### src/verilog/load_monitor_pkg.sv
package load_monitor_pkg;

  localparam int NUM_CH  = 4;
  localparam int ADDR_W  = 8;
  localparam int TH_W    = 8;
  localparam int MAR_W   = 7;
  localparam int DEL_W   = 10;
  localparam int SD_W    = 10;
  localparam int SDC_W   = 14;
  localparam int TICK_W  = 22;

  localparam int CH_HIGH_TRIP = 0;
  localparam int CH_HIGH_WARN = 1;
  localparam int CH_LOW_WARN  = 2;
  localparam int CH_LOW_TRIP  = 3;

  localparam logic [TH_W-1:0]  PCT_MAX  = 8'hc8;
  localparam logic [MAR_W-1:0] MAR_MAX  = 7'h64;
  localparam logic [DEL_W-1:0] DEL_MIN  = 10'h001;
  localparam logic [DEL_W-1:0] DEL_MAX  = 10'h384;
  localparam logic [SD_W-1:0]  SD_MIN   = 10'h001;
  localparam logic [SD_W-1:0]  SD_MAX   = 10'h3e7;

  localparam logic [TH_W-1:0]  HIGH_TRIP_THR_RST = 8'h74;
  localparam logic [TH_W-1:0]  HIGH_WARN_THR_RST = 8'h6c;
  localparam logic [TH_W-1:0]  LOW_WARN_THR_RST  = 8'h5c;
  localparam logic [TH_W-1:0]  LOW_TRIP_THR_RST  = 8'h54;
  localparam logic [MAR_W-1:0] HIGH_TRIP_MAR_RST = 7'h10;
  localparam logic [MAR_W-1:0] HIGH_WARN_MAR_RST = 7'h08;
  localparam logic [MAR_W-1:0] LOW_WARN_MAR_RST  = 7'h08;
  localparam logic [MAR_W-1:0] LOW_TRIP_MAR_RST  = 7'h10;
  localparam logic [DEL_W-1:0] DELAY_RST         = 10'h005;
  localparam logic [SD_W-1:0]  START_DELAY_RST   = 10'h00a;

  // Time base: all delays count tenths of a second
  localparam int unsigned CLK_PERIOD_NS    = 40;
  localparam int unsigned TENTH_NS         = 100_000_000;
  localparam int unsigned TICK_CYCLES_DFLT = TENTH_NS / CLK_PERIOD_NS;
  localparam logic [SDC_W-1:0] TENTHS_PER_S = 14'h00a;

  localparam logic [ADDR_W-1:0] OFS_CTRL     = 8'h00;
  localparam logic [ADDR_W-1:0] OFS_STATUS   = 8'h04;
  localparam logic [ADDR_W-1:0] OFS_NORMAL   = 8'h08;
  localparam logic [ADDR_W-1:0] OFS_THR_BASE = 8'h0c;
  localparam logic [ADDR_W-1:0] OFS_MAR_BASE = 8'h1c;
  localparam logic [ADDR_W-1:0] OFS_DEL_BASE = 8'h2c;
  localparam logic [ADDR_W-1:0] OFS_ACT_BASE = 8'h3c;
  localparam logic [ADDR_W-1:0] OFS_START    = 8'h4c;

  localparam int CTRL_AUTOSET_BIT = 0;
  localparam int CTRL_DIN_EN_BIT  = 1;
  localparam int ST_OK_BIT        = 0;
  localparam int ST_FAIL_BIT      = 1;
  localparam int ST_DONE_BIT      = 2;
  localparam int ST_RUN_BIT       = 3;
  localparam int ST_ALARM_LSB     = 4;
  localparam int ST_NL_OFF_BIT    = 8;
  localparam int NL_OFF_BIT       = 8;

  localparam logic AUTOSET_NO  = 1'b0;
  localparam logic AUTOSET_YES = 1'b1;

  typedef enum logic [2:0] {
    ACT_NONE = 3'h0,
    ACT_HARD = 3'h1,
    ACT_SOFT = 3'h3,
    ACT_WARN = 3'h4
  } alarm_action_t;

  typedef enum logic [2:0] {
    SD_IDLE  = 3'b001,
    SD_COUNT = 3'b010,
    SD_DONE  = 3'b100
  } start_state_t;

endpackage

### src/verilog/alarm_chan_if.sv
`timescale 1ns/100ps
interface alarm_chan_if;
  import load_monitor_pkg::*;
  logic [TH_W-1:0]  power;
  logic [TH_W-1:0]  threshold;
  logic [DEL_W-1:0] delay;
  logic             above;
  logic             arm;
  logic             tick;
  logic             alarm;
  modport ctrl (output power, threshold, delay, above, arm, tick, input alarm);
  modport chan (input power, threshold, delay, above, arm, tick, output alarm);
endinterface

### src/verilog/load_monitor.sv
`timescale 1ns/100ps
// Notes on behaviour
// - Low trip threshold holds 0..200 percent, reset value 84.
// - Power below low trip threshold starts its delay, then raises the alarm.
// - Alarm only after violation lasts continuously longer than delay, 0.1..90 s, default 0.5.
// - After run command all alarms are held off for start delay, 1..999 s, default 10.
// - Successful autoset captures present power as normal load reference.
// - Autoset: high trip threshold is reference plus high trip margin, default 16.
// - Autoset: high warn threshold is reference plus high warn margin, default 8.
// - Autoset: low warn threshold is reference minus low warn margin, default 8.
// - Autoset: low trip threshold is reference minus low trip margin, default 16.
// - Writing a margin never changes active thresholds; only autoset applies them.
// - Manual threshold write turns the normal load reference off.
// - Autoset fails unless motor runs and start delay finished; else succeeds.
// - Autoset digital input triggers on its rising edge, never on level.
// - Each new autoset replaces all thresholds, manual or earlier autoset.
// - Normal load is read-only: off, or 0..200 captured at last autoset.
// - Same action and delay settings apply to manual and autoset thresholds.
// - Action codes: none 0, hard trip 1, soft trip 3, warning 4; default none.
// - Power above high trip threshold for its delay raises the configured action.
module load_monitor
  import load_monitor_pkg::*;
#(
  parameter int unsigned TICK_CYCLES = TICK_CYCLES_DFLT
) (
  input  logic              clk_sys,
  input  logic              arst_n,
  input  logic              psel,
  input  logic              penable,
  input  logic              pwrite,
  input  logic [ADDR_W-1:0] paddr,
  input  logic [31:0]       pwdata,
  output logic [31:0]       prdata,
  output logic              pready,
  output logic              pslverr,
  input  logic [TH_W-1:0]   shaft_power,
  input  logic              motor_running,
  input  logic              autoset_din,
  output logic [NUM_CH-1:0] alarm_active,
  output logic              trip_hard,
  output logic              trip_soft,
  output logic              warning
);

  logic                run_s1;
  logic                run_s2;
  logic                din_s1;
  logic                din_s2;
  logic                din_s3;
  logic [TICK_W-1:0]   tick_cnt;
  logic                tick;
  start_state_t        sd_state;
  logic [SDC_W-1:0]    sd_cnt;
  logic [SDC_W-1:0]    sd_target;
  logic                sd_done;
  logic [TH_W-1:0]     thr [NUM_CH];
  logic [MAR_W-1:0]    margin [NUM_CH];
  logic [DEL_W-1:0]    delay [NUM_CH];
  alarm_action_t       action [NUM_CH];
  logic [SD_W-1:0]     start_delay;
  logic                din_en;
  logic [TH_W-1:0]     normal_load;
  logic                normal_off;
  logic                as_ok;
  logic                as_fail;
  logic [TH_W-1:0]     pwr_c;
  logic [TH_W-1:0]     exp_thr [NUM_CH];
  logic                wr;
  logic                menu_trig;
  logic                din_trig;
  logic                trig;
  logic                as_ready;
  logic [NUM_CH-1:0]   wr_thr;
  logic [NUM_CH-1:0]   wr_mar;
  logic [NUM_CH-1:0]   wr_del;
  logic [NUM_CH-1:0]   wr_act;
  logic [31:0]         rd_word;
  logic                rd_hit;
  logic [NUM_CH-1:0]   ch_alarm;
  logic                next_hard;
  logic                next_soft;
  logic                next_warn;

  function automatic logic [TH_W-1:0] clamp_pct(input logic [31:0] v);
    return (v > 32'(PCT_MAX)) ? PCT_MAX : v[TH_W-1:0];
  endfunction

  function automatic logic [TH_W-1:0] sat_add(input logic [TH_W-1:0] p, input logic [MAR_W-1:0] m);
    logic [TH_W:0] s;
    s = {1'b0, p} + {2'b00, m};
    return (s > {1'b0, PCT_MAX}) ? PCT_MAX : s[TH_W-1:0];
  endfunction

  function automatic logic [TH_W-1:0] sat_sub(input logic [TH_W-1:0] p, input logic [MAR_W-1:0] m);
    return ({1'b0, m} > p) ? 8'h00 : p - {1'b0, m};
  endfunction

  // Pins from outside, two flip-flops before use
  always_ff @(posedge clk_sys or negedge arst_n) begin
    if (!arst_n) begin
      run_s1 <= 1'b0;
      run_s2 <= 1'b0;
      din_s1 <= 1'b0;
      din_s2 <= 1'b0;
      din_s3 <= 1'b0;
    end else begin
      run_s1 <= motor_running;
      run_s2 <= run_s1;
      din_s1 <= autoset_din;
      din_s2 <= din_s1;
      din_s3 <= din_s2;
    end
  end

  // One pulse per tenth of a second
  always_ff @(posedge clk_sys or negedge arst_n) begin
    if (!arst_n) begin
      tick_cnt <= '0;
    end else if (tick) begin
      tick_cnt <= '0;
    end else begin
      tick_cnt <= tick_cnt + 22'h000001;
    end
  end
  assign tick = (tick_cnt == TICK_W'(TICK_CYCLES - 1));

  // Start delay: run command is the rising edge of the running level
  assign sd_target = {4'h0, start_delay} * TENTHS_PER_S;
  always_ff @(posedge clk_sys or negedge arst_n) begin
    if (!arst_n) begin
      sd_state <= SD_IDLE;
      sd_cnt   <= '0;
    end else if (!run_s2) begin
      sd_state <= SD_IDLE;
      sd_cnt   <= '0;
    end else begin
      unique case (sd_state)
        SD_IDLE: begin
          sd_state <= SD_COUNT;
          sd_cnt   <= '0;
        end
        SD_COUNT: begin
          if (sd_cnt >= sd_target) begin
            sd_state <= SD_DONE;
          end else if (tick) begin
            sd_cnt <= sd_cnt + 14'h0001;
          end
        end
        SD_DONE: begin
          sd_state <= SD_DONE;
        end
      endcase
    end
  end
  assign sd_done = (sd_state == SD_DONE);

  // APB: zero wait states, read data captured in the setup cycle
  assign pready    = 1'b1;
  assign wr        = psel && penable && pwrite;
  assign menu_trig = wr && paddr == OFS_CTRL && pwdata[CTRL_AUTOSET_BIT] == AUTOSET_YES;
  assign din_trig  = din_en && din_s2 && !din_s3;
  assign trig      = menu_trig || din_trig;
  assign as_ready  = run_s2 && sd_done;
  assign pwr_c     = clamp_pct(32'(shaft_power));

  always_comb begin
    rd_hit  = 1'b1;
    rd_word = '0;
    wr_thr  = '0;
    wr_mar  = '0;
    wr_del  = '0;
    wr_act  = '0;
    unique case (paddr)
      OFS_CTRL:   rd_word[CTRL_DIN_EN_BIT] = din_en;
      OFS_STATUS: rd_word = {23'h0, normal_off, ch_alarm, run_s2, sd_done, as_fail, as_ok};
      OFS_NORMAL: rd_word = {23'h0, normal_off, normal_load};
      OFS_START:  rd_word = {22'h0, start_delay};
      default:    rd_hit = 1'b0;
    endcase
    for (int i = 0; i < NUM_CH; i++) begin
      if (paddr == OFS_THR_BASE + ADDR_W'(4 * i)) begin
        rd_hit    = 1'b1;
        rd_word   = {24'h0, thr[i]};
        wr_thr[i] = wr;
      end
      if (paddr == OFS_MAR_BASE + ADDR_W'(4 * i)) begin
        rd_hit    = 1'b1;
        rd_word   = {25'h0, margin[i]};
        wr_mar[i] = wr;
      end
      if (paddr == OFS_DEL_BASE + ADDR_W'(4 * i)) begin
        rd_hit    = 1'b1;
        rd_word   = {22'h0, delay[i]};
        wr_del[i] = wr;
      end
      if (paddr == OFS_ACT_BASE + ADDR_W'(4 * i)) begin
        rd_hit    = 1'b1;
        rd_word   = {29'h0, action[i]};
        wr_act[i] = wr;
      end
    end
  end

  always_ff @(posedge clk_sys or negedge arst_n) begin
    if (!arst_n) begin
      prdata  <= '0;
      pslverr <= 1'b0;
    end else if (psel && !penable) begin
      prdata  <= pwrite ? 32'h0 : rd_word;
      pslverr <= !rd_hit;
    end
  end

  // Settings that do not touch active thresholds
  always_ff @(posedge clk_sys or negedge arst_n) begin
    if (!arst_n) begin
      margin[CH_HIGH_TRIP] <= HIGH_TRIP_MAR_RST;
      margin[CH_HIGH_WARN] <= HIGH_WARN_MAR_RST;
      margin[CH_LOW_WARN]  <= LOW_WARN_MAR_RST;
      margin[CH_LOW_TRIP]  <= LOW_TRIP_MAR_RST;
      for (int i = 0; i < NUM_CH; i++) begin
        delay[i]  <= DELAY_RST;
        action[i] <= ACT_NONE;
      end
    end else begin
      for (int i = 0; i < NUM_CH; i++) begin
        if (wr_mar[i]) begin
          margin[i] <= (pwdata > 32'(MAR_MAX)) ? MAR_MAX : pwdata[MAR_W-1:0];
        end
        if (wr_del[i]) begin
          delay[i] <= (pwdata < 32'(DEL_MIN)) ? DEL_MIN :
                      (pwdata > 32'(DEL_MAX)) ? DEL_MAX : pwdata[DEL_W-1:0];
        end
        if (wr_act[i]) begin
          unique case (pwdata[2:0])
            ACT_HARD: action[i] <= ACT_HARD;
            ACT_SOFT: action[i] <= ACT_SOFT;
            ACT_WARN: action[i] <= ACT_WARN;
            default:  action[i] <= ACT_NONE;
          endcase
        end
      end
    end
  end

  always_ff @(posedge clk_sys or negedge arst_n) begin
    if (!arst_n) begin
      start_delay <= START_DELAY_RST;
      din_en      <= 1'b0;
    end else begin
      if (wr && paddr == OFS_START) begin
        start_delay <= (pwdata < 32'(SD_MIN)) ? SD_MIN :
                       (pwdata > 32'(SD_MAX)) ? SD_MAX : pwdata[SD_W-1:0];
      end
      if (wr && paddr == OFS_CTRL) begin
        din_en <= pwdata[CTRL_DIN_EN_BIT];
      end
    end
  end

  // Autoset targets, saturated into range
  assign exp_thr[CH_HIGH_TRIP] = sat_add(pwr_c, margin[CH_HIGH_TRIP]);
  assign exp_thr[CH_HIGH_WARN] = sat_add(pwr_c, margin[CH_HIGH_WARN]);
  assign exp_thr[CH_LOW_WARN]  = sat_sub(pwr_c, margin[CH_LOW_WARN]);
  assign exp_thr[CH_LOW_TRIP]  = sat_sub(pwr_c, margin[CH_LOW_TRIP]);

  // A good autoset beats a manual write landing in the same cycle
  always_ff @(posedge clk_sys or negedge arst_n) begin
    if (!arst_n) begin
      thr[CH_HIGH_TRIP] <= HIGH_TRIP_THR_RST;
      thr[CH_HIGH_WARN] <= HIGH_WARN_THR_RST;
      thr[CH_LOW_WARN]  <= LOW_WARN_THR_RST;
      thr[CH_LOW_TRIP]  <= LOW_TRIP_THR_RST;
    end else if (trig && as_ready) begin
      for (int i = 0; i < NUM_CH; i++) begin
        thr[i] <= exp_thr[i];
      end
    end else begin
      for (int i = 0; i < NUM_CH; i++) begin
        if (wr_thr[i]) begin
          thr[i] <= clamp_pct(pwdata);
        end
      end
    end
  end

  always_ff @(posedge clk_sys or negedge arst_n) begin
    if (!arst_n) begin
      normal_load <= '0;
      normal_off  <= 1'b1;
    end else if (trig && as_ready) begin
      normal_load <= pwr_c;
      normal_off  <= 1'b0;
    end else if (|wr_thr) begin
      normal_off  <= 1'b1;
    end
  end

  // Result flags: a new attempt wins over a write-one clear
  always_ff @(posedge clk_sys or negedge arst_n) begin
    if (!arst_n) begin
      as_ok   <= 1'b0;
      as_fail <= 1'b0;
    end else if (trig) begin
      as_ok   <= as_ready;
      as_fail <= !as_ready;
    end else if (wr && paddr == OFS_STATUS) begin
      if (pwdata[ST_OK_BIT]) begin
        as_ok <= 1'b0;
      end
      if (pwdata[ST_FAIL_BIT]) begin
        as_fail <= 1'b0;
      end
    end
  end

  generate
    for (genvar g = 0; g < NUM_CH; g++) begin : g_chan
      alarm_chan_if chif ();
      assign chif.power     = pwr_c;
      assign chif.threshold = thr[g];
      assign chif.delay     = delay[g];
      assign chif.above     = (g < CH_LOW_WARN);
      assign chif.arm       = run_s2 && sd_done;
      assign chif.tick      = tick;
      assign ch_alarm[g]    = chif.alarm;
      alarm_channel u_chan (
        .clk_sys (clk_sys),
        .arst_n  (arst_n),
        .ch      (chif)
      );
    end
  endgenerate

  always_comb begin
    next_hard = 1'b0;
    next_soft = 1'b0;
    next_warn = 1'b0;
    for (int i = 0; i < NUM_CH; i++) begin
      next_hard = next_hard || (ch_alarm[i] && action[i] == ACT_HARD);
      next_soft = next_soft || (ch_alarm[i] && action[i] == ACT_SOFT);
      next_warn = next_warn || (ch_alarm[i] && action[i] == ACT_WARN);
    end
  end

  always_ff @(posedge clk_sys or negedge arst_n) begin
    if (!arst_n) begin
      alarm_active <= '0;
      trip_hard    <= 1'b0;
      trip_soft    <= 1'b0;
      warning      <= 1'b0;
    end else begin
      alarm_active <= ch_alarm;
      trip_hard    <= next_hard;
      trip_soft    <= next_soft;
      warning      <= next_warn;
    end
  end
endmodule // load_monitor

### src/verilog/alarm_channel.sv
`timescale 1ns/100ps
module alarm_channel
  import load_monitor_pkg::*;
(
  input logic          clk_sys,
  input logic          arst_n,
  alarm_chan_if.chan   ch
);

  logic             violate;
  logic [DEL_W-1:0] cnt;
  logic             alarm;

  assign violate = ch.arm && (ch.above ? (ch.power > ch.threshold) : (ch.power < ch.threshold));

  // Tick phase is unknown, so one extra tick guarantees strictly longer than the delay
  always_ff @(posedge clk_sys or negedge arst_n) begin
    if (!arst_n) begin
      cnt <= '0;
    end else if (!violate) begin
      cnt <= '0;
    end else if (ch.tick && cnt <= ch.delay) begin
      cnt <= cnt + 10'h001;
    end
  end

  always_ff @(posedge clk_sys or negedge arst_n) begin
    if (!arst_n) begin
      alarm <= 1'b0;
    end else if (!violate) begin
      alarm <= 1'b0;
    end else if (cnt > ch.delay) begin
      alarm <= 1'b1;
    end
  end

  assign ch.alarm = alarm;
endmodule // alarm_channel

### config.mk
export PLATFORM = sky130hd
export DESIGN_NAME = load_monitor
export DESIGN_NICKNAME = d
export VERILOG_FILES = /design/src/verilog/load_monitor_pkg.sv /design/src/verilog/alarm_chan_if.sv /design/src/verilog/load_monitor.sv /design/src/verilog/alarm_channel.sv
export SDC_FILE = /design/constraint.sdc
export NUM_CORES = 1
export LEC_CHECK = 0
export BUFFER_PORTS_ARGS = -buffer_cell sky130_fd_sc_hd__clkbuf_2
export CAP_MARGIN = 20
export CORE_MARGIN = 1.5
export CORE_UTILIZATION = 45
export CTS_BUF_LIST = sky130_fd_sc_hd__clkbuf_16
export DETAILED_ROUTE_END_ITERATION = 8
export GPL_ROUTABILITY_DRIVEN = 0
export HOLD_SLACK_MARGIN = 0.03
export SLEW_MARGIN = 20
export SYNTH_ARGS = -nofsm -noshare
export SYNTH_HDL_FRONTEND = slang
export SYNTH_SLANG_ARGS = --single-unit
### constraint.sdc
create_clock -name clk_sys -period 11.25 [get_ports clk_sys]
set_input_delay 0.5625 -clock clk_sys [delete_from_list [all_inputs] [get_ports clk_sys]]
set_output_delay 0.5625 -clock clk_sys [all_outputs]
set_load 0.005 [all_outputs]
# [Yosys cells after proc, flatten, opt, wreduce, memory -nomap -nowiden]
# Cells that the tools add are included.
[word_totals] out_inout_bits=41 inputBits=55 register_bits=262
[op_classes] muxes=102 addsub=10 multipliers=1 magnitude_cmp=23 n_reduce_logical=59 eq_ne=50
[ops] operator="32-bit two-way mux" n=18
[ops] operator="10-bit two-way mux" n=12
[ops] operator="8-bit two-way mux" n=10
[ops] operator="8-bit by 6-bit == test with 1-bit output (second input constant)" n=8
[ops] operator="32-bit by 10-bit > comparator with 1-bit output (second input constant)" n=2
[ops] operator="1-bit two-way mux" n=49
[ops] operator="14-bit two-way mux" n=3
[ops] operator="10-bit by 1-bit adder with 10-bit output (second input constant)" n=4
[ops] operator="10-bit > comparator" n=4
[ops] operator="10-bit <= comparator" n=4
[ops] operator="8-bit by 5-bit == test with 1-bit output (second input constant)" n=4
[ops] operator="8-bit by 7-bit == test with 1-bit output (second input constant)" n=4
[ops] operator="32-bit by 7-bit > comparator with 1-bit output (second input constant)" n=1
[ops] operator="32-bit by 8-bit > comparator with 1-bit output (second input constant)" n=1
[ops] operator="32-bit by 1-bit less-than comparator with 1-bit output (second input constant)" n=1
[ops] operator="1-bit logical AND" n=31
[ops] operator="14-bit case mux with 2 select lines" n=1
[ops] operator="8-bit case mux with 3 select lines" n=1
[ops] operator="22-bit by 1-bit adder with 22-bit output (second input constant)" n=1
[ops] operator="22-bit == test (second input constant)" n=1
[ops] operator="22-bit two-way mux" n=1
[ops] operator="8-bit by 7-bit adder with 9-bit output" n=2
[ops] operator="3-bit by 1-bit == test with 1-bit output (second input constant)" n=6
[ops] operator="3-bit by 2-bit == test with 1-bit output (second input constant)" n=6
[ops] operator="28 further kinds" n=70

# [Longest topological paths before layout]
# Gate-level depths: netlist of run 1.
[logic_depth] word_depth=20 mapped_depth=21 mapped_depth_nobuf=19

# [Modules after synthesis]
# From an unflattened synthesis of run 1, not the netlist that was laid out.
[unflattened] hier_cells=1936 hier_area_um2=17000.1
[modules_own_cells] module="load_monitor" area_per_inst_um2=11770.0 cells_per_inst=1336 instances=1
[modules_own_cells] module="alarm_channel" area_per_inst_um2=1307.5 cells_per_inst=150 instances=4

# [Worst setup path after synthesis of run 1]
# OpenSTA, ideal clock, no wires.
[synth_path] path_kind="register -> register" from="register start_delay[3]" to="register sd_cnt[11]" arrival_time_ps=4074 period_less_slack_ps=4210 stages_incl_launch_ff=20 path_buffers=2 setup_time_ps=137 slack_ps=7040 path_cell_list="dfstp_2 -> ha_1 -> ha_1 -> inv_1 -> fa_1 -> nor2b_1 -> o21ai_0 -> nand2b_1 -> a21o_1 -> nand2_1 -> a21oi_1 -> xnor2_1 -> ha_1 -> a21o_1 -> a2111oi_0 -> a21oi_1 -> clkbuf_1 -> clkbuf_1 -> o31ai_1 -> a21oi_1"
[synth_between] elab_chain_cells=4
[synth_lines] element="start: declaration" line_no="load_monitor.sv:60" rtl="logic [SD_W-1:0] start_delay;"
[synth_lines] element="start signal: assignment" line_no="load_monitor.sv:252" rtl="start_delay <= (pwdata < 32'(SD_MIN)) ? SD_MIN :"
[synth_lines] element="10-bit by 3-bit multiplier with 13-bit output" line_no="load_monitor.sv:128" rtl="assign sd_target = {4'h0, start_delay} * TENTHS_PER_S;"
[synth_lines] element="14-bit >= comparator" line_no="load_monitor.sv:143" rtl="if (sd_cnt >= sd_target) begin"
[synth_lines] element="3-bit != test (no line)"
[synth_lines] element="3-bit AND reduction (no line)"
[synth_lines] element="end signal: assignment" line_no="load_monitor.sv:146" rtl="sd_cnt <= sd_cnt + 14'h0001;"
[synth_lines] element="end: declaration" line_no="load_monitor.sv:53" rtl="logic [SDC_W-1:0] sd_cnt;"
# No other way between the ends.
# A chain may end at the register's enable or synchronous reset.

# [Final worst setup path of run 1]
[layout_path] from="register start_delay[3]" to="register sd_cnt[7]"
# The elaborated chain is that of the path after synthesis.

==> flow_summary.json, run 1 <==
{
  "status": "complete, no violations",
  "holdWs_ns": 0.09031,
  "avgRoutedWirePerCell_um": 21.87,
  "slowest_stage": "a2111oi_0",
  "grt_usage": 0.2873,
  "yosysSeqAreaShare": 0.3764,
  "synth_edf_count": 0,
  "clk_latency_ns": 0.58,
  "synthDistinctLibCells": 77,
  "grt_pass1_vias": 13860,
  "synth_cells": 1864,
  "cts_tree": "built",
  "tightestPinTransition_ns": 1.080,
  "clkSinkCount": 240,
  "leakagePower_uw": 0.007755,
  "fillers": 3359,
  "fin_nets": 2100,
  "clk_path_buf_depth": 3,
  "crit_family": "compound AO/OA/AOI/OAI gates",
  "grt_pass1_wl_mm": 80.66,
  "post_cts_buffers": 0,
  "final_util": 0.4995,
  "hold_class": "primary input to async pin",
  "peakVddDrop_uv": 108.8,
  "finClkSkew_ns": 0.04134,
  "vias": 14490,
  "finalSetupTns_ns": 0,
  "rsz0062_at_grt": "no",
  "final_cells": 2392,
  "setup_violations": 0,
  "critPathArrivalTime_ns": 5.01,
  "fin_crit_sh": 0.4010,
  "grt_max_degree": 119,
  "cts.htree.levels": 1,
  "crit_chain": "ha_1 > ha_1 > inv_1 > fa_1 > nor2b_1 > o21ai_0 > nand2b_1 > a21o_1 > nand2_1 > a21oi_1 > xnor2_1 > ha_1 > a21o_1 > a2111oi_0 > a21oi_1 > buf_4 > or4_1 > a21oi_1",
  "syn_area_um2": 16060,
  "die_area_um2": 36830,
  "p_per_area_nw_per_um2": 111.6,
  "fmax_mhz": 221.7,
  "root_buffer": "clkbuf_16",
  "layout_commonest_cell": "nand2_1",
  "initial_core_util": 0.4548,
  "rr_endpoint": "sd_cnt[7]$_DFFE_PN0P_",
  "drive_gt1_frac": 0.1026,
  "ctsResizeCount": 0,
  "worst_ep_required_time_ns": 11.75,
  "period_needed_ns": 4.511,
  "grt_antenna_before_repair": 2,
  "first_pass_iters": 7,
  "drc": 0,
  "syn2layout_area_growth_pct": 9.825,
  "drt_iter0_drc": 1374,
  "hpwlAfterDp_mm": 39.04,
  "die_w_um": 191.9,
  "hold_viol_final": 0,
  "cp-start-kind": "register",
  "worst_slack_ns": 6.739,
  "vias_per_cell": 6.058,
  "clkTransAtPathRegs_ns": 0.06,
  "avgSynthCellArea_um2": 8.615,
  "rrSetupSlack_ns": 6.74,
  "postCtsHoldBufs": 0,
  "slew_headroom": 0.2615,
  "end_kind": "register",
  "synth_async_sr_flop_share": 1.000,
  "critPathBufInv": 2,
  "crit_fanout": 26,
  "critPathKind": "register to register",
  "reg2reg_from": "start_delay[3]$_DFFE_PN1P_",
  "routed_wl_mm": 52.32,
  "yosysWarningCount": 0,
  "synthFlopType": "dfrtp_1",
  "critPathMaxStageDelay_ns": 0.81,
  "cts_buffers": 28,
  "core_area_um2": 35310,
  "fp.dieH_um": 191.9,
  "final_cell_mix": "216 x nand2_1, 209 x dfrtp_1, 173 x o21ai_0",
  "pre_cts_slack_ns": 6.706,
  "slew_violations": 0,
  "io_buffers": 72,
  "io_pins": 96,
  "num_rows": 69,
  "drt.antenna.violating_nets": 0,
  "synth-seq-cells": 240,
  "ff2ff_path_depth": 18,
  "place_inst": 2337,
  "grt-ovfl-total": 0,
  "max_cap_violations": 0
}
power breakdown:
part | internal, µW | leakage [µW] | switching (µW) | total (µW)
Sequential | 885 | 0.00315 | 17.4 | 902
Combinational | 73.5 | 0.00416 | 146 | 220
Clock | 472 | 0.000447 | 375 | 847
logic make-up (layout without fill, tap and decap cells):
| family | count (synthesis) | in the layout | share of synthesized area |
|---|---|---|---|
| adders and majority gates | 138 | 138 | 0.1099 |
| DFF | 240 | 240 | 0.3764 |
| muxes | 32 | 32 | 0.02104 |
| xor gates and xnor gates | 78 | 78 | 0.04254 |
| and+or+nand+nor | 659 | 659 | 0.1984 |
| other | 2 | 25 | 0.0004676 |
| buffers and inverters | 209 | 253 | 0.05438 |
| AOI/OAI and AO/OA | 506 | 506 | 0.1969 |
flip-flops by register name, summed over array words and instances, names as in the netlist, 3 cells and up:
| name | cells |
|---|---|
| sd_state | 3 |
| sd_cnt | 14 |
| g_chan.u_chan.cnt | 40 |
| margin | 28 |
| start_delay | 10 |
| tick_cnt | 22 |
| alarm_active | 4 |
| g_chan.chif.delay | 40 |
| action | 12 |
| g_chan.chif.threshold | 32 |
| normal_load | 8 |
| g_chan.u_chan.ch.alarm | 4 |
| prdata | 10 |
cells in the mapped netlist (7+ instances only):
library cell / count / area, µm²
inv_1: 108 / 405.4
ha_1: 133 / 1664
o31a_1: 7 / 61.31
nand3b_1: 8 / 60.06
o21bai_1: 8 / 60.06
dfrtp_1: 209 / 5230
nand4_1: 34 / 212.7
nand2b_1: 18 / 112.6
mux2i_1: 18 / 180.2
nor2_1: 158 / 593.1
buf_4: 23 / 172.7
o211ai_1: 27 / 202.7
clkbuf_1: 71 / 266.5
a22oi_1: 14 / 105.1
o221ai_1: 8 / 70.07
nor3_1: 28 / 140.1
dfstp_2: 31 / 814.5
a21oi_1: 114 / 570.6
xor2_1: 35 / 306.5
xnor2_1: 43 / 376.6
and2_1: 8 / 50.05
o22ai_1: 12 / 75.07
mux2_2: 14 / 157.7
nor4_1: 23 / 143.9
or3_1: 18 / 112.6
a31oi_1: 19 / 118.9
o21ai_0: 173 / 865.8
or4_1: 15 / 112.6
a32oi_1: 8 / 70.07
and3_1: 26 / 162.7
nand2_1: 216 / 810.8
a22o_1: 9 / 78.83
nand3_1: 54 / 270.3
nor2b_1: 22 / 137.6
o31ai_1: 14 / 105.1
o21a_1: 15 / 112.6
a211oi_1: 9 / 67.56
a21o_1: 19 / 142.6
cell type report:
type | count | area [µm²] | share of cell area
diodes | 2 | 5.005 | 0.0002838
clock buffers | 28 | 700.7 | 0.03973
clock inverters | 24 | 141.4 | 0.008016
inverters | 108 | 405.4 | 0.02299
multi-input cells | 1436 | 9238 | 0.5238
flip-flops and latches | 240 | 6045 | 0.3427
well taps | 461 | 576.8 | 0.03270
repair buffers | 93 | 525.5 | 0.02980
worst max path at each step:
stage / depth (start not counted) / slack (ns) / end / start
floorplan: 19 / 7.04 / sd_cnt[11]$_DFFE_PN0P_ / start_delay[3]$_DFFE_PN1P_
global placement: 18 / 6.88 / sd_cnt[11]$_DFFE_PN0P_ / start_delay[3]$_DFFE_PN1P_
detailed placement: 18 / 6.71 / sd_cnt[7]$_DFFE_PN0P_ / start_delay[3]$_DFFE_PN1P_
CTS: 18 / 6.70 / sd_cnt[7]$_DFFE_PN0P_ / start_delay[3]$_DFFE_PN1P_
global route: 18 / 6.33 / sd_cnt[3]$_DFFE_PN0P_ / start_delay[3]$_DFFE_PN1P_
finish: 18 / 6.74 / sd_cnt[7]$_DFFE_PN0P_ / start_delay[3]$_DFFE_PN1P_
metal layers:
layer	track usage	up-vias	share of wire
li1	-	6760	-
met1	0.3831	6949	0.43
met2	0.4421	609	0.43
met3	0.05975	172	0.081
met4	0.1415	0	0.056
met5	0	-	0
metrics by stage:
stage          cell area, µm²  power (µW)
2_1_floorplan           16140        1049
3_3_place_gp            16780        1126
3_5_place_dp            16780        1131
4_1_cts                 17620        1974
5_1_grt                 17640        2040
6_report                17640        1969
Note: power is estimated with default switching activity, not from simulation.
==> run 2, diff against run 1 <==
==> constraint.sdc (replaced) <==
create_clock -name clk_sys -period 4.65 [get_ports clk_sys]
set_input_delay 0.2325 -clock clk_sys [delete_from_list [all_inputs] [get_ports clk_sys]]
set_output_delay 0.2325 -clock clk_sys [all_outputs]
set_load 0.005 [all_outputs]
==> flow_summary.json, run 2 (synthesized netlist as in run 1, its figures left out) <==
{
  "final_cells": 2398,
  "crit_chain": "ha_1 > ha_1 > inv_1 > fa_1 > nor2b_1 > o21ai_0 > nand2b_1 > a21o_1 > nand2_1 > a21oi_1 > xnor2_1 > ha_1 > a21o_1 > a2111oi_0 > buf_4 > a21oi_1 > buf_4 > or4_1 > a21oi_1",
  "switching_share": 0.2492,
  "critPathMaxStageDelay_ns": 0.57,
  "core_area_um2": 35310,
  "fp.dieH_um": 191.9,
  "ctsResizeCount": 0,
  "drc": 0,
  "root_buffer": "clkbuf_16",
  "comb_power_share": 0.100,
  "finalSetupTns_ns": 0,
  "period_needed_ns": 4.240,
  "layout_commonest_cell": "nand2_1",
  "status": "complete, no violations",
  "clk_latency_ns": 0.58,
  "fillers": 3379,
  "hpwlAfterDp_mm": 39.46,
  "clk_path_buf_depth": 3,
  "p_int_uw": 4012,
  "drive_gt1_frac": 0.1070,
  "end_kind": "register",
  "p_clk_frac": 0.491,
  "post_cts_buffers": 0,
  "drt.antenna.violating_nets": 0,
  "die_area_um2": 36830,
  "tightestPinTransition_ns": 1.189,
  "final_cell_mix": "216 x nand2_1, 209 x dfrtp_1, 173 x o21ai_0",
  "syn2layout_area_growth_pct": 11.82,
  "crit_fanout": 26,
  "setup_violations": 0,
  "slew_violations": 0,
  "io_pins": 96,
  "grt_pass1_vias": 13900,
  "grt_pass1_wl_mm": 80.70,
  "pre_cts_slack_ns": 0.4400,
  "max_cap_violations": 0,
  "grt-ovfl-total": 0,
  "fmax_mhz": 235.8,
  "drt_iter0_drc": 1446,
  "critPathArrivalTime_ns": 4.74,
  "seq_power_share": 0.408,
  "rsz0062_at_grt": "no",
  "cp-start-kind": "register",
  "die_w_um": 191.9,
  "cts_buffers": 29,
  "register_area_um2": 6045,
  "grt_max_degree": 96,
  "switchingPower_uw": 1331,
  "num_rows": 69,
  "hold_class": "primary input to register",
  "fin_crit_sh": 0.9119,
  "hold_viol_final": 0,
  "grt_antenna_before_repair": 3,
  "p_per_area_nw_per_um2": 297.5,
  "peakVddDrop_uv": 309.6,
  "postCtsHoldBufs": 3,
  "fin_nets": 2105,
  "grt_usage": 0.2876,
  "worst_slack_ns": 0.4097,
  "leakagePower_uw": 0.007890,
  "finClkSkew_ns": 0.02049,
  "first_pass_iters": 7,
  "vias": 14550,
  "clkSinkCount": 240,
  "initial_core_util": 0.4548,
  "place_inst": 2339,
  "worst_ep_required_time_ns": 5.15,
  "cts.htree.levels": 1,
  "critPathKind": "register to register",
  "final_util": 0.5086,
  "io_buffers": 72,
  "slew_headroom": 0.2052,
  "clkTransAtPathRegs_ns": 0.06,
  "multiInputGateArea_um2": 9239,
  "slowest_stage": "dfstp_2",
  "cts_tree": "built",
  "avgRoutedWirePerCell_um": 21.97,
  "vias_per_cell": 6.067,
  "routed_wl_mm": 52.68
}
-- run 2: critical path: cells and delay by family (launching register included) --
| family | cells | cell delay (ns) |
|---|---|---|
| adder cells (fa/ha/maj) | 4 | 0.96 |
| flip-flops | 1 | 0.57 |
| buffers and inverters | 3 | 0.49 |
| XOR/XNOR | 1 | 0.15 |
| AO/OA/AOI/OAI | 7 | 1.16 |
| AND/OR/NAND/NOR | 4 | 0.83 |
-- run 2: per-layer routing --
metal  wire [µm]  vias up  global-route usage
met4        3447        2              0.1596
met2       22580      671              0.4402
met5          11        -                   0
met1       21990     6946              0.3776
li1            -     6753                   -
met3        4643      176             0.06139
-- run 2: layout make-up --
| class | count | share of cell area |
|---|---|---|
| Multi-Input combinational cell | 1436 | 0.5145 |
| Sequential cell | 240 | 0.3366 |
| Clock buffer | 29 | 0.04041 |
| Timing Repair Buffer | 97 | 0.03219 |
| Tap cell | 461 | 0.03212 |
| Inverter | 108 | 0.02258 |
| Clock inverter | 25 | 0.02132 |
| Antenna cell | 2 | 0.0002787 |
-- run 2: through the flow --
stage	power [µW]	hold WS, ns	area (µm²)
global route	5527	0.09219	17960
CTS	5365	0.06253	17950
global placement	2726	0.2918	16810
floorplan	2538	-0.06309	16140
detailed placement	2738	0.2910	16810
finish	5343	0.08920	17960
-- run 2: final timing paths --
kind	slack [ns]	startpoint	to	cells past startpoint
setup / recovery	0.41	start_delay[3]$_DFFE_PN1P_	sd_cnt[4]$_DFFE_PN0P_	19
hold / removal	0.09	pwdata[3]	start_delay[3]$_DFFE_PN1P_	3
setup reg to reg	0.41	start_delay[3]$_DFFE_PN1P_	sd_cnt[4]$_DFFE_PN0P_	19
hold reg to reg	0.35	din_s1$_DFF_PN0_	din_s2$_DFF_PN0_	0
max in group asynchronous	3.17	arst_n	g_chan[1].u_chan.cnt[9]$_DFFE_PN0P_	3
min in group asynchronous	0.27	arst_n	sd_cnt[3]$_DFFE_PN0P_	2
-- run 2: power by group through the flow --
stage	sequential [µW]	clock (µW)	combinational [µW]
final	2180	2620	536
after global routing	2190	2750	592
after CTS	2180	2660	526
after detailed placement	2220	0	520
after global placement	2220	0	510
after floorplan	2200	0	339
==> run 3, diff against run 2 <==
==> constraint.sdc (replaced) <==
create_clock -name clk_sys -period 5 [get_ports clk_sys]
set_input_delay 0.25 -clock clk_sys [delete_from_list [all_inputs] [get_ports clk_sys]]
set_output_delay 0.25 -clock clk_sys [all_outputs]
set_load 0.005 [all_outputs]
==> flow_summary.json, run 3 (synthesized netlist as in run 1, its figures left out) <==
{
  "grt_usage": 0.2859,
  "worst_slack_ns": 0.8287,
  "vias_per_cell": 6.035,
  "layout_commonest_cell": "nand2_1",
  "fin_crit_sh": 0.8343,
  "io_buffers": 72,
  "root_buffer": "clkbuf_16",
  "rsz0062_at_grt": "no",
  "peakVddDrop_uv": 261.8,
  "tightestPinTransition_ns": 0.9234,
  "cp-start-kind": "register",
  "fp.dieH_um": 191.9,
  "slew_violations": 0,
  "fmax_mhz": 239.7,
  "reg2reg_from": "start_delay[3]$_DFFE_PN1P_",
  "final_cell_mix": "216 x nand2_1, 209 x dfrtp_1, 173 x o21ai_0",
  "final_util": 0.5041,
  "first_pass_iters": 9,
  "grt_pass1_wl_mm": 80.65,
  "io_pins": 96,
  "clkTransAtPathRegs_ns": 0.06,
  "initial_core_util": 0.4548,
  "vias": 14480,
  "end_kind": "register",
  "crit_fanout": 26,
  "ctsResizeCount": 0,
  "routed_wl_mm": 52.19,
  "cts.htree.levels": 1,
  "die_w_um": 191.9,
  "clk_path_buf_depth": 3,
  "drive_gt1_frac": 0.1096,
  "critPathArrivalTime_ns": 4.65,
  "rrSetupSlack_ns": 0.83,
  "place_inst": 2339,
  "max_cap_violations": 0,
  "grt_pass1_vias": 13800,
  "core_area_um2": 35310,
  "hold_viol_final": 0,
  "rr_endpoint": "sd_cnt[7]$_DFFE_PN0P_",
  "drt.antenna.violating_nets": 0,
  "pre_cts_slack_ns": 0.7768,
  "leakagePower_uw": 0.007791,
  "worst_ep_required_time_ns": 5.48,
  "period_needed_ns": 4.171,
  "clkSinkCount": 240,
  "hpwlAfterDp_mm": 39.29,
  "p_per_area_nw_per_um2": 259.9,
  "clk_latency_ns": 0.57,
  "cp-startpoint": "start_delay[3]$_DFFE_PN1P_",
  "grt_antenna_before_repair": 4,
  "avgRoutedWirePerCell_um": 21.74,
  "status": "complete, no violations",
  "setup_violations": 0,
  "critPathKind": "register to register",
  "finClkSkew_ns": 0.01350,
  "cp-endpoint": "sd_cnt[7]$_DFFE_PN0P_",
  "num_rows": 69,
  "ff2ff_path_depth": 19,
  "cts_buffers": 29,
  "grt-ovfl-total": 0,
  "die_area_um2": 36830,
  "drc": 0,
  "cts_tree": "built",
  "slew_headroom": 0.3815,
  "hold_class": "primary input to register",
  "syn2layout_area_growth_pct": 10.85,
  "holdWs_ns": 0.1345,
  "grt_max_degree": 141,
  "finalSetupTns_ns": 0,
  "final_cells": 2400,
  "fin_nets": 2105,
  "drt_iter0_drc": 1303
}
==> run 3: worst max-delay path, cell delays in order (launching register included) <==
cell       delay, ns
dfstp_2         0.55
ha_1            0.14
ha_1            0.16
inv_1           0.05
fa_1            0.40
nor2b_1         0.12
o21ai_0         0.08
nand2b_1        0.11
a21o_1          0.13
nand2_1         0.06
a21oi_1         0.16
xnor2_1         0.14
ha_1            0.26
a21o_1          0.18
a2111oi_0       0.39
buf_4           0.19
a21oi_1         0.06
buf_4           0.23
or4_1           0.51
a21oi_1         0.17
==> run 3: worst min-delay path by stage <==
| stage | from | endpoint | slack, ns | cells after the start |
|---|---|---|---|---|
| floorplan | arst_n | action[0]$_DFFE_PN0P_ | -0.05 | 0 |
| global placement | din_s1$_DFF_PN0_ | din_s2$_DFF_PN0_ | 0.33 | 0 |
| detailed placement | arst_n | sd_cnt[4]$_DFFE_PN0P_ | 0.33 | 1 |
| CTS | pwdata[3] | start_delay[3]$_DFFE_PN1P_ | 0.08 | 3 |
| global route | pwdata[3] | start_delay[3]$_DFFE_PN1P_ | 0.14 | 3 |
| finish | pwdata[3] | start_delay[3]$_DFFE_PN1P_ | 0.13 | 3 |
==> run 3: stage by stage <==
step / power (µW) / area, µm²
finish: 4627 / 17800
global route: 4803 / 17800
CTS: 4653 / 17790
detailed placement: 2545 / 16810
global placement: 2537 / 16810
floorplan: 2360 / 16140
==> run 3: power breakdown <==
group	switching, µW	total, µW	internal [µW]
clock	887	2100	1210
combinational	328	496	168
sequential	39.1	2030	1990
==> run 3: layout make-up <==
cell class | count | area (µm²)
antenna | 4 | 10.01
clock buffer | 29 | 725.7
clock inverter | 25 | 220.2
fill | 3330 | 17510
inverter | 108 | 405.4
multi-input combinational | 1436 | 9240
sequential | 240 | 6045
tap | 461 | 576.8
timing repair buffer | 97 | 578.1
==> run 3: repair_timing <==
item / CTS / global route
endpoints found under the hold margin: 80 / 0
buffers inserted: 0 / 0
hold buffers: 3 / 0
==> run 3: metal layers <==
metal	share of wire	global-route usage	wire [µm]
met3	0.082	0.04897	4271
met1	0.43	0.3902	22420
met5	0	0	0
met2	0.44	0.4407	22800
met4	0.052	0.1331	2697
